**src/core/scps_defines.vh**
```
// constants for the serial channel clock pin select block
`ifndef SCPS_DEFINES_VH
`define SCPS_DEFINES_VH
// register byte offsets
`define SCPS_CFG_A_OFS 8'h00
`define SCPS_CFG_B_OFS 8'h04
`define SCPS_STAT_A_OFS 8'h08
`define SCPS_STAT_B_OFS 8'h0C
// configuration field positions
`define SCPS_CFG_MODE_LSB 0
`define SCPS_CFG_MODE_MSB 2
`define SCPS_CFG_SRC_BIT 3
`define SCPS_CFG_DIR_BIT 4
`define SCPS_CFG_AUTO_BIT 5
`define SCPS_CFG_W 6
`define SCPS_CFG_RST 6'h00
// status field positions
`define SCPS_ST_ALT_BIT 0
`define SCPS_ST_CARR_BIT 1
`define SCPS_ST_RXEN_BIT 2
`define SCPS_ST_RXSTB_BIT 3
`define SCPS_ST_FSYNC_BIT 4
`define SCPS_ST_XTAL_BIT 5
`define SCPS_ST_TXOE_BIT 6
`define SCPS_ST_W 7
// clock modes
`define SCPS_MODE_0 3'h0
`define SCPS_MODE_1 3'h1
`define SCPS_MODE_2 3'h2
`define SCPS_MODE_3 3'h3
`define SCPS_MODE_4 3'h4
`define SCPS_MODE_5 3'h5
`define SCPS_MODE_6 3'h6
`define SCPS_MODE_7 3'h7
`endif

```
**src/core/scps_top.v**
```verilog
// apb register file and both channels of the clock pin select block
//
// The register offsets and the APB slave port were chosen for this implementation.
`timescale 1ns/1ps
`include "scps_defines.vh"
module scps_top #(
  parameter ADDR_W = 8 // byte address width seen by the slave
) (
  input wire pclk,
  input wire presetn,
  // apb slave
  input wire psel,
  input wire penable,
  input wire pwrite,
  input wire [ADDR_W-1:0] paddr,
  input wire [31:0] pwdata,
  output reg [31:0] prdata,
  output reg pready,
  output reg pslverr,
  // shared oscillator output of the crystal pair
  input wire osc_clk,
  // channel a pins and clock sources
  input wire alt_clock_pin_a,
  input wire transmit_clock_pin_in_a,
  output wire transmit_clock_pin_out_a,
  output wire transmit_clock_pin_oe_a,
  input wire receive_clock_pin_a,
  input wire baud_clk_a,
  input wire digital_phase_locked_loop_clk_a,
  input wire tx_slot_active_a,
  // channel a selected clocks
  output wire tx_clk_a,
  output wire rx_clk_a,
  output wire baud_in_a,
  output wire tx_strobe_a,
  // channel b pins and clock sources
  input wire alt_clock_pin_b,
  input wire transmit_clock_pin_in_b,
  output wire transmit_clock_pin_out_b,
  output wire transmit_clock_pin_oe_b,
  input wire receive_clock_pin_b,
  input wire baud_clk_b,
  input wire digital_phase_locked_loop_clk_b,
  input wire tx_slot_active_b,
  // channel b selected clocks
  output wire tx_clk_b,
  output wire rx_clk_b,
  output wire baud_in_b,
  output wire tx_strobe_b
);
  // per channel configuration, one register each
  reg [`SCPS_CFG_W-1:0] cfg_a_ff;
  reg [`SCPS_CFG_W-1:0] cfg_b_ff;
  // status words from the channels
  wire [`SCPS_ST_W-1:0] stat_a;
  wire [`SCPS_ST_W-1:0] stat_b;
  // apb phase decodes
  wire setup_ph = psel && !penable;
  wire access_ph = psel && penable && pready;
  wire wr_done = access_ph && pwrite;
  // address decodes
  wire hit_cfg_a = (paddr == `SCPS_CFG_A_OFS);
  wire hit_cfg_b = (paddr == `SCPS_CFG_B_OFS);
  wire hit_st_a = (paddr == `SCPS_STAT_A_OFS);
  wire hit_st_b = (paddr == `SCPS_STAT_B_OFS);
  wire hit_any = hit_cfg_a || hit_cfg_b || hit_st_a || hit_st_b;
  // next values of the answer flops
  reg [31:0] nxt_prdata;
  reg nxt_pready;
  reg nxt_pslverr;

  // read mux: data is captured in setup so prdata comes from a flop
  always @* begin
    nxt_prdata = 32'h0000_0000;
    if (hit_cfg_a) begin
      nxt_prdata = {26'h0, cfg_a_ff};
    end else if (hit_cfg_b) begin
      nxt_prdata = {26'h0, cfg_b_ff};
    end else if (hit_st_a) begin
      nxt_prdata = {25'h0, stat_a};
    end else if (hit_st_b) begin
      nxt_prdata = {25'h0, stat_b};
    end
  end

  // answer timing: pready rises in the first access cycle, one wait-free beat
  always @* begin
    nxt_pready = setup_ph;
    nxt_pslverr = setup_ph && (!hit_any || (pwrite && (hit_st_a || hit_st_b)));
  end

  // answer flops
  always @(posedge pclk or negedge presetn) begin
    if (!presetn) begin
      prdata <= 32'h0000_0000;
      pready <= 1'b0;
      pslverr <= 1'b0;
    end else begin
      pready <= nxt_pready;
      pslverr <= nxt_pslverr;
      // hold read data over the access so the master sees it stable
      if (setup_ph) begin
        prdata <= (pwrite) ? 32'h0000_0000 : nxt_prdata;
      end else if (access_ph) begin
        prdata <= 32'h0000_0000;
      end
    end
  end

  // configuration writes land only on the completing access edge
  always @(posedge pclk or negedge presetn) begin
    if (!presetn) begin
      cfg_a_ff <= `SCPS_CFG_RST;
      cfg_b_ff <= `SCPS_CFG_RST;
    end else begin
      if (wr_done && hit_cfg_a) begin
        cfg_a_ff <= pwdata[`SCPS_CFG_W-1:0];
      end
      if (wr_done && hit_cfg_b) begin
        cfg_b_ff <= pwdata[`SCPS_CFG_W-1:0];
      end
    end
  end

  // channel a owns the crystal pin pair
  scps_channel #(
    .HAS_XTAL(1)
  ) u_chan_a (
    .pclk(pclk),
    .presetn(presetn),
    .clock_mode(cfg_a_ff[`SCPS_CFG_MODE_MSB:`SCPS_CFG_MODE_LSB]),
    .tx_clock_source_bit(cfg_a_ff[`SCPS_CFG_SRC_BIT]),
    .tx_clock_direction_bit(cfg_a_ff[`SCPS_CFG_DIR_BIT]),
    .auto_start(cfg_a_ff[`SCPS_CFG_AUTO_BIT]),
    .alt_clock_pin(alt_clock_pin_a),
    .transmit_clock_pin_in(transmit_clock_pin_in_a),
    .receive_clock_pin(receive_clock_pin_a),
    .baud_clk(baud_clk_a),
    .digital_phase_locked_loop_clk(digital_phase_locked_loop_clk_a),
    .osc_clk(osc_clk),
    .tx_slot_active(tx_slot_active_a),
    .transmit_clock_pin_out(transmit_clock_pin_out_a),
    .transmit_clock_pin_oe(transmit_clock_pin_oe_a),
    .tx_clk_ff(tx_clk_a),
    .rx_clk_ff(rx_clk_a),
    .baud_in_ff(baud_in_a),
    .tx_strobe_ff(tx_strobe_a),
    .status_ff(stat_a)
  );

  // channel b borrows the oscillator; its alt pin never becomes a crystal
  scps_channel #(
    .HAS_XTAL(0)
  ) u_chan_b (
    .pclk(pclk),
    .presetn(presetn),
    .clock_mode(cfg_b_ff[`SCPS_CFG_MODE_MSB:`SCPS_CFG_MODE_LSB]),
    .tx_clock_source_bit(cfg_b_ff[`SCPS_CFG_SRC_BIT]),
    .tx_clock_direction_bit(cfg_b_ff[`SCPS_CFG_DIR_BIT]),
    .auto_start(cfg_b_ff[`SCPS_CFG_AUTO_BIT]),
    .alt_clock_pin(alt_clock_pin_b),
    .transmit_clock_pin_in(transmit_clock_pin_in_b),
    .receive_clock_pin(receive_clock_pin_b),
    .baud_clk(baud_clk_b),
    .digital_phase_locked_loop_clk(digital_phase_locked_loop_clk_b),
    .osc_clk(osc_clk),
    .tx_slot_active(tx_slot_active_b),
    .transmit_clock_pin_out(transmit_clock_pin_out_b),
    .transmit_clock_pin_oe(transmit_clock_pin_oe_b),
    .tx_clk_ff(tx_clk_b),
    .rx_clk_ff(rx_clk_b),
    .baud_in_ff(baud_in_b),
    .tx_strobe_ff(tx_strobe_b),
    .status_ff(stat_b)
  );
endmodule

```
**src/core/scps_channel.v**
```verilog
// one channel of clock pin role selection
`timescale 1ns/1ps
`include "scps_defines.vh"
module scps_channel #(
  parameter HAS_XTAL = 1 // only channel a owns the crystal pin pair
) (
  input wire pclk,
  input wire presetn,
  input wire [2:0] clock_mode,
  input wire tx_clock_source_bit,
  input wire tx_clock_direction_bit,
  input wire auto_start,
  input wire alt_clock_pin,
  input wire transmit_clock_pin_in,
  input wire receive_clock_pin,
  input wire baud_clk,
  input wire digital_phase_locked_loop_clk,
  input wire osc_clk,
  input wire tx_slot_active,
  output reg transmit_clock_pin_out,
  output reg transmit_clock_pin_oe,
  output reg tx_clk_ff,
  output reg rx_clk_ff,
  output reg baud_in_ff,
  output reg tx_strobe_ff,
  output reg [`SCPS_ST_W-1:0] status_ff
);
  // mode decodes
  wire m1 = (clock_mode == `SCPS_MODE_1);
  wire m5 = (clock_mode == `SCPS_MODE_5);
  wire m_x = (clock_mode == `SCPS_MODE_4) || (clock_mode == `SCPS_MODE_6) ||
             (clock_mode == `SCPS_MODE_7);
  wire xtal = m_x && (HAS_XTAL != 0);
  wire m026 = (clock_mode == `SCPS_MODE_0) || (clock_mode == `SCPS_MODE_2) ||
              (clock_mode == `SCPS_MODE_6);
  reg nxt_out, nxt_oe, nxt_tx, nxt_rx, nxt_baud, nxt_tstb;
  reg [`SCPS_ST_W-1:0] nxt_st;
  // pin role selection
  always @* begin
    nxt_oe = tx_clock_direction_bit;
    nxt_out = 1'b0;
    nxt_tx = 1'b0;
    nxt_tstb = 1'b0;
    nxt_st = {`SCPS_ST_W{1'b0}};
    // alt pin: crystal wins, then strobe, frame sync, auto start, carrier detect
    nxt_st[`SCPS_ST_XTAL_BIT] = xtal;
    if (xtal) begin
      nxt_st[`SCPS_ST_ALT_BIT] = 1'b0;
    end else begin
      nxt_st[`SCPS_ST_ALT_BIT] = alt_clock_pin;
      if (m1) begin
        nxt_st[`SCPS_ST_RXSTB_BIT] = alt_clock_pin;
      end else if (m5) begin
        nxt_st[`SCPS_ST_FSYNC_BIT] = alt_clock_pin;
      end else if (auto_start) begin
        nxt_st[`SCPS_ST_RXEN_BIT] = alt_clock_pin;
      end else begin
        nxt_st[`SCPS_ST_CARR_BIT] = alt_clock_pin;
      end
    end
    nxt_st[`SCPS_ST_TXOE_BIT] = tx_clock_direction_bit;
    // receive clock pin role
    case (clock_mode)
      `SCPS_MODE_0: begin
        nxt_rx = receive_clock_pin;
        nxt_baud = 1'b0;
      end
      `SCPS_MODE_1, `SCPS_MODE_5: begin
        nxt_rx = receive_clock_pin;
        nxt_baud = 1'b0;
      end
      `SCPS_MODE_2, `SCPS_MODE_3: begin
        nxt_rx = digital_phase_locked_loop_clk;
        nxt_baud = receive_clock_pin;
      end
      default: begin
        // crystal modes: pin carries no logic level
        nxt_rx = digital_phase_locked_loop_clk;
        nxt_baud = osc_clk;
      end
    endcase
    // transmit side
    if (tx_clock_source_bit) begin
      // source bit overrides the pin role; generator output only in modes 2 and 6
      nxt_tx = baud_clk;
      if (tx_clock_direction_bit && (clock_mode == `SCPS_MODE_2 ||
          clock_mode == `SCPS_MODE_6)) begin
        nxt_out = baud_clk;
      end
    end else if (!tx_clock_direction_bit) begin
      if (m026) begin
        nxt_tx = transmit_clock_pin_in;
      end else if (m1) begin
        nxt_tx = receive_clock_pin;
        nxt_tstb = transmit_clock_pin_in;
      end else if (m5) begin
        nxt_tx = receive_clock_pin;
      end else if (clock_mode == `SCPS_MODE_4) begin
        nxt_tx = osc_clk;
      end else begin
        nxt_tx = digital_phase_locked_loop_clk;
      end
    end else begin
      case (clock_mode)
        `SCPS_MODE_3, `SCPS_MODE_7: begin
          nxt_tx = digital_phase_locked_loop_clk;
          nxt_out = digital_phase_locked_loop_clk;
        end
        `SCPS_MODE_4: begin
          nxt_tx = osc_clk;
          nxt_out = osc_clk;
        end
        `SCPS_MODE_5: begin
          nxt_tx = receive_clock_pin;
          nxt_out = tx_slot_active;
        end
        `SCPS_MODE_1: begin
          nxt_tx = receive_clock_pin;
        end
        default: begin
          // modes 0, 2, 6 with source clear drive nothing useful
          nxt_tx = 1'b0;
        end
      endcase
    end
  end
  // register every result so the top sees flops only
  always @(posedge pclk or negedge presetn) begin
    if (!presetn) begin
      transmit_clock_pin_out <= 1'b0;
      transmit_clock_pin_oe <= 1'b0;
      tx_clk_ff <= 1'b0;
      rx_clk_ff <= 1'b0;
      baud_in_ff <= 1'b0;
      tx_strobe_ff <= 1'b0;
      status_ff <= {`SCPS_ST_W{1'b0}};
    end else begin
      transmit_clock_pin_out <= nxt_out;
      transmit_clock_pin_oe <= nxt_oe;
      tx_clk_ff <= nxt_tx;
      rx_clk_ff <= nxt_rx;
      baud_in_ff <= nxt_baud;
      tx_strobe_ff <= nxt_tstb;
      status_ff <= nxt_st;
    end
  end
endmodule

```
**config.mk**
```make
export PLATFORM = sky130hd
export DESIGN_NAME = scps_top
export DESIGN_NICKNAME = d
export VERILOG_FILES = /design/src/core/scps_top.v /design/src/core/scps_channel.v
export VERILOG_INCLUDE_DIRS = /design/src /design/src/core
export SDC_FILE = /design/constraint.sdc
export NUM_CORES = 1
export LEC_CHECK = 0
export BUFFER_PORTS_ARGS = -buffer_cell sky130_fd_sc_hd__clkbuf_2
export CAP_MARGIN = 10
export CORE_ASPECT_RATIO = 0.9
export CORE_UTILIZATION = 48
export CTS_BUF_LIST = sky130_fd_sc_hd__clkbuf_4
export DETAILED_ROUTE_END_ITERATION = 8
export MAX_ROUTING_LAYER = met4
export PLACE_DENSITY = 0.82
export SETUP_SLACK_MARGIN = 0.5
export SLEW_MARGIN = 20
export SYNTH_ARGS = -nofsm -noshare
export SYNTH_HDL_FRONTEND = slang
export SYNTH_SLANG_ARGS = --single-unit
```
**constraint.sdc**
```tcl
create_clock -name pclk -period 1.7 [get_ports pclk]
set_input_delay 0.17 -clock pclk [delete_from_list [all_inputs] [get_ports pclk]]
set_output_delay 0.17 -clock pclk [all_outputs]
set_load 0.005 [all_outputs]
```
==> impl_summary.log <==
[metrics] setup TNS: 0 ps
[metrics] global route total overflow: 0
[metrics] initial antenna violation count: 0
[metrics] final hold viol count: 0
[metrics] Crit Reg-Reg Endpoint: cfg_b_ff[0]
[metrics] number of vias per cell after detailed routing: approximately 5.1
[metrics] path depth of the worst reg2reg path: 3
[metrics] smallest setup slack after layout: 317 ps
[metrics] floorplan die width: 73.3 um
[metrics] Total Routing Usage GR: 0.220
[metrics] busiest grt layer: met2
[metrics] synthesized area per cell: 11.3 sq um
[metrics] setup violators final: 0
[metrics] CP Launch Point: pready
[metrics] Antenna Violating Nets Remaining: 0
[metrics] total routed wirelength: around 4.7 mm
[metrics] clock buffer depth: 2
[metrics] Worst setup SP type: flip-flop
[metrics] register cell area after layout: 1110 sq um
[metrics] relative area change from synthesis to final layout: 25.7%
[metrics] number of enable-type register cells in the synthesized netlist: 0
[metrics] number of buffers added on ports: 52
[metrics] via count of the first global-routing pass: 1581
[metrics] Inst Count DP: 304
[metrics] worst slew pin tran: 549 ps
[metrics] Hold Path End: u_chan_a.tx_strobe_ff
[metrics] number of top-level pins: 104
[metrics] Fmax: between 0.7 and 0.8 GHz
[metrics] share of the yosys chip area belonging to registers: 0.501
[metrics] largest net degree at the start of global routing: 45
[metrics] post-place setup slack: 12.8 ps
[metrics] share of final-layout standard cells stronger than drive strength 1: 0.447
[metrics] dominant register cell in the synthesized netlist: sky130_fd_sc_hd__dfrtp_1
[metrics] clock tree root driver cell: sky130_fd_sc_hd__clkbuf_4
[metrics] Critical Path End Type: flip-flop
[metrics] effective utilization at floorplan: 0.519
[metrics] total power density per cell area: 623 nW/um^2
[metrics] Post-Synthesis Cells: 195
[metrics] top fanout value on the critical path: 6
[metrics] headroom to the max-slew limit: 0.634
[metrics] post-synth design cell area: ~2200 sq um
[metrics] post-route DRC violation count: 0
[metrics] launch point of the worst hold path: transmit_clock_pin_in_a
[metrics] data arrival time at the worst-slack endpoint: 1630 ps
[metrics] clock latency at the later pin of the worst-skew pair: roughly 350 ps
[metrics] final cycle utilization of the critical path: 0.814
[metrics] Synth Area in XOR/XNOR: 0
[metrics] clock tree from TritonCTS: built
[metrics] RSZ-0062 raised after global routing: yes
[metrics] Yosys warnings: 0
[metrics] met2 Usage GRT: 0.369
[metrics] Period minus WS final: 1380 ps
[metrics] number of fill cells in the layout: 340
[metrics] Post-Layout Cell Count: approximately 330
[metrics] data required time at the worst endpoint: about 1900 ps
[metrics] FF+latch count, synth: 44
[metrics] maximum clock skew at final layout: ~4.2 ps
[metrics] maximum ir drop on the vdd rail: 0.331 mV
[metrics] Hold Path Class: in -> reg
[metrics] placement row count: 22
[metrics] total die area: 4850 sq um
[metrics] wire length of the first global-routing pass: between 7 and 8 mm
[metrics] diode count: 0
[metrics] mux share of post-synthesis cell area: 0.146
[metrics] First DRT Iteration DRCs: between 100 and 150
[metrics] run status: finished, final reports clean
[metrics] met1 Track Usage GR: 0.264
[metrics] class of the most critical setup path: reg -> reg
[metrics] final-stage net count: 324
[metrics] share of the core filled with cells: 0.652
[metrics] area of the core: 4240 sq um
[metrics] reg-to-reg slack, setup: 320 ps
[metrics] multi-input combinational cell area: 1030 sq um
[metrics] Inserted Clock Buffers: 5
[metrics] Max H-tree Level: 2
[metrics] clk sink count: 44
[metrics] Static Leak: 1.40 nW
[metrics] placer's final routability congestion estimate: 0.792
[metrics] main combinational cell family by area after synthesis: multiplexers
[metrics] Design Power: 1.72 mW
[metrics] total count of max-transition violations in the final report: 0
[metrics] Worst-path clk slew: 120 ps
[metrics] total via count after detailed routing: 1661
[metrics] adder-cell share of the synthesized area: 0
[metrics] max-capacitance violation count: 0
[metrics] dpl hpwl: 3.21 mm
[metrics] chip height: 66.2 um
[metrics] met3 track utilization from global routing: 0.0549
[metrics] compound-gate portion of the synthesized area: 0.103
[metrics] drt first pass iters: 4
[metrics] FF-to-FF Start: pready
[metrics] Distinct cells, synth: 42
[metrics] Async S/R FF share, synth: 1.00
[metrics] Hold Path Stages: 3
[metrics] detailed-route wire length per cell: 14.6 um
[metrics] post-synthesis simple-gate area fraction: 0.127
-- cell usage in the layout, fill, tap and decap left out, types with 6 or more instances in the layout --
| cell type | n |
|---|---|
| sky130_fd_sc_hd__buf_4 | 13 |
| sky130_fd_sc_hd__mux2_4 | 12 |
| sky130_fd_sc_hd__nand2_1 | 13 |
| sky130_fd_sc_hd__clkbuf_4 | 6 |
| sky130_fd_sc_hd__conb_1 | 25 |
| sky130_fd_sc_hd__clkbuf_2 | 52 |
| sky130_fd_sc_hd__a22o_1 | 6 |
| sky130_fd_sc_hd__dfrtp_1 | 39 |
| sky130_fd_sc_hd__inv_1 | 9 |
| sky130_fd_sc_hd__nor2_1 | 9 |
| sky130_fd_sc_hd__buf_6 | 6 |
-- layout make-up --
cell class                      count  share of cell area
Inverter                           10              0.0136
Sequential cell                    44               0.401
Clock buffer                        6              0.0163
Tap cell                           60              0.0272
Multi-Input combinational cell    131               0.372
Clock inverter                      1             0.00181
Timing Repair Buffer               74               0.168
-- power by group --
part / switching (mW) / total, mW / internal, mW
sequential: 0.00592 / 1.07 / 1.06
combinational: 0.0951 / 0.168 / 0.0733
clock: 0.317 / 0.486 / 0.169
-- through the flow --
stage,hold slack [ps],area [sq um]
finish,32.6,2760
global route,6.63,2760
CTS,14.7,2700
detailed placement,276,2470
global placement,266,2470
floorplan,-126,2330
-- Yosys cell counts (2+ instances only) --
library cell | count | area, sq um
sky130_fd_sc_hd__dfrtp_1 | 44 | 1100
sky130_fd_sc_hd__buf_4 | 25 | 188
sky130_fd_sc_hd__nand2_1 | 14 | 52.6
sky130_fd_sc_hd__inv_1 | 10 | 37.5
sky130_fd_sc_hd__nor2_1 | 9 | 33.8
sky130_fd_sc_hd__mux2_2 | 8 | 90.1
sky130_fd_sc_hd__a21oi_1 | 7 | 35.0
sky130_fd_sc_hd__clkbuf_1 | 7 | 26.3
sky130_fd_sc_hd__a22o_1 | 6 | 52.6
sky130_fd_sc_hd__mux2_4 | 6 | 90.1
sky130_fd_sc_hd__mux2i_1 | 5 | 50.1
sky130_fd_sc_hd__mux4_2 | 4 | 90.1
sky130_fd_sc_hd__nand2b_1 | 4 | 25.0
sky130_fd_sc_hd__nand3b_1 | 4 | 30.0
sky130_fd_sc_hd__o21ai_0 | 4 | 20.0
sky130_fd_sc_hd__nor2b_1 | 3 | 18.8
sky130_fd_sc_hd__o31ai_1 | 3 | 22.5
sky130_fd_sc_hd__a221oi_1 | 2 | 17.5
sky130_fd_sc_hd__a32o_1 | 2 | 20.0
sky130_fd_sc_hd__and3_1 | 2 | 12.5
sky130_fd_sc_hd__nand4_1 | 2 | 12.5
sky130_fd_sc_hd__nor3_1 | 2 | 10.0
sky130_fd_sc_hd__nor4_1 | 2 | 12.5
sky130_fd_sc_hd__nor4b_1 | 2 | 17.5
-- how the worst max path moves through the flow --
stage                  end  slack, ps  depth (start not counted)
6_report       cfg_b_ff[0]        320                          3
5_1_grt        cfg_b_ff[3]        260                          3
4_1_cts        cfg_b_ff[4]        300                          3
3_5_place_dp   cfg_b_ff[4]         10                          5
3_3_place_gp   cfg_b_ff[3]         70                          5
2_1_floorplan  cfg_b_ff[0]        260                          5
-- worst max-delay path, stage by stage (launching register included) --
cell                      delay [ps]
sky130_fd_sc_hd__dfrtp_1         380
sky130_fd_sc_hd__nand4_1         140
sky130_fd_sc_hd__or3_4           440
sky130_fd_sc_hd__mux2_4          320
-- per-layer routing --
layer,vias up,share of wire
met2,61,0.51
met3,5,0.066
met4,0,0.0088
met5,-,0
li1,783,-
met1,812,0.42
-- kinds of logic after synthesis --
kind of cell | count (synthesis)
AND/OR/NAND/NOR | 51
buffers and inverters | 44
flip-flops | 44
AO/OA/AOI/OAI | 32
other | 1
multiplexers | 23
-- registers in the layout (all words and copies together), names as in the netlist, 6 cells and up --
| name | count |
|---|---|
| cfg_b_ff | 6 |
| u_chan_a.status_ff | 7 |
| prdata | 7 |
| cfg_a_ff | 6 |
| u_chan_b.status_ff | 6 |
-- timing repair --
| item | CTS | global route |
|---|---|---|
| endpoints found under the setup margin | 25 | 31 |
| endpoints found under the hold margin | 45 | 0 |
| hold buffers | 2 | 0 |
| resized for setup | 20 | 14 |
| pin swaps | 6 | 1 |
| buffers inserted | 12 | 1 |
Power figures use the tool's default switching activity.
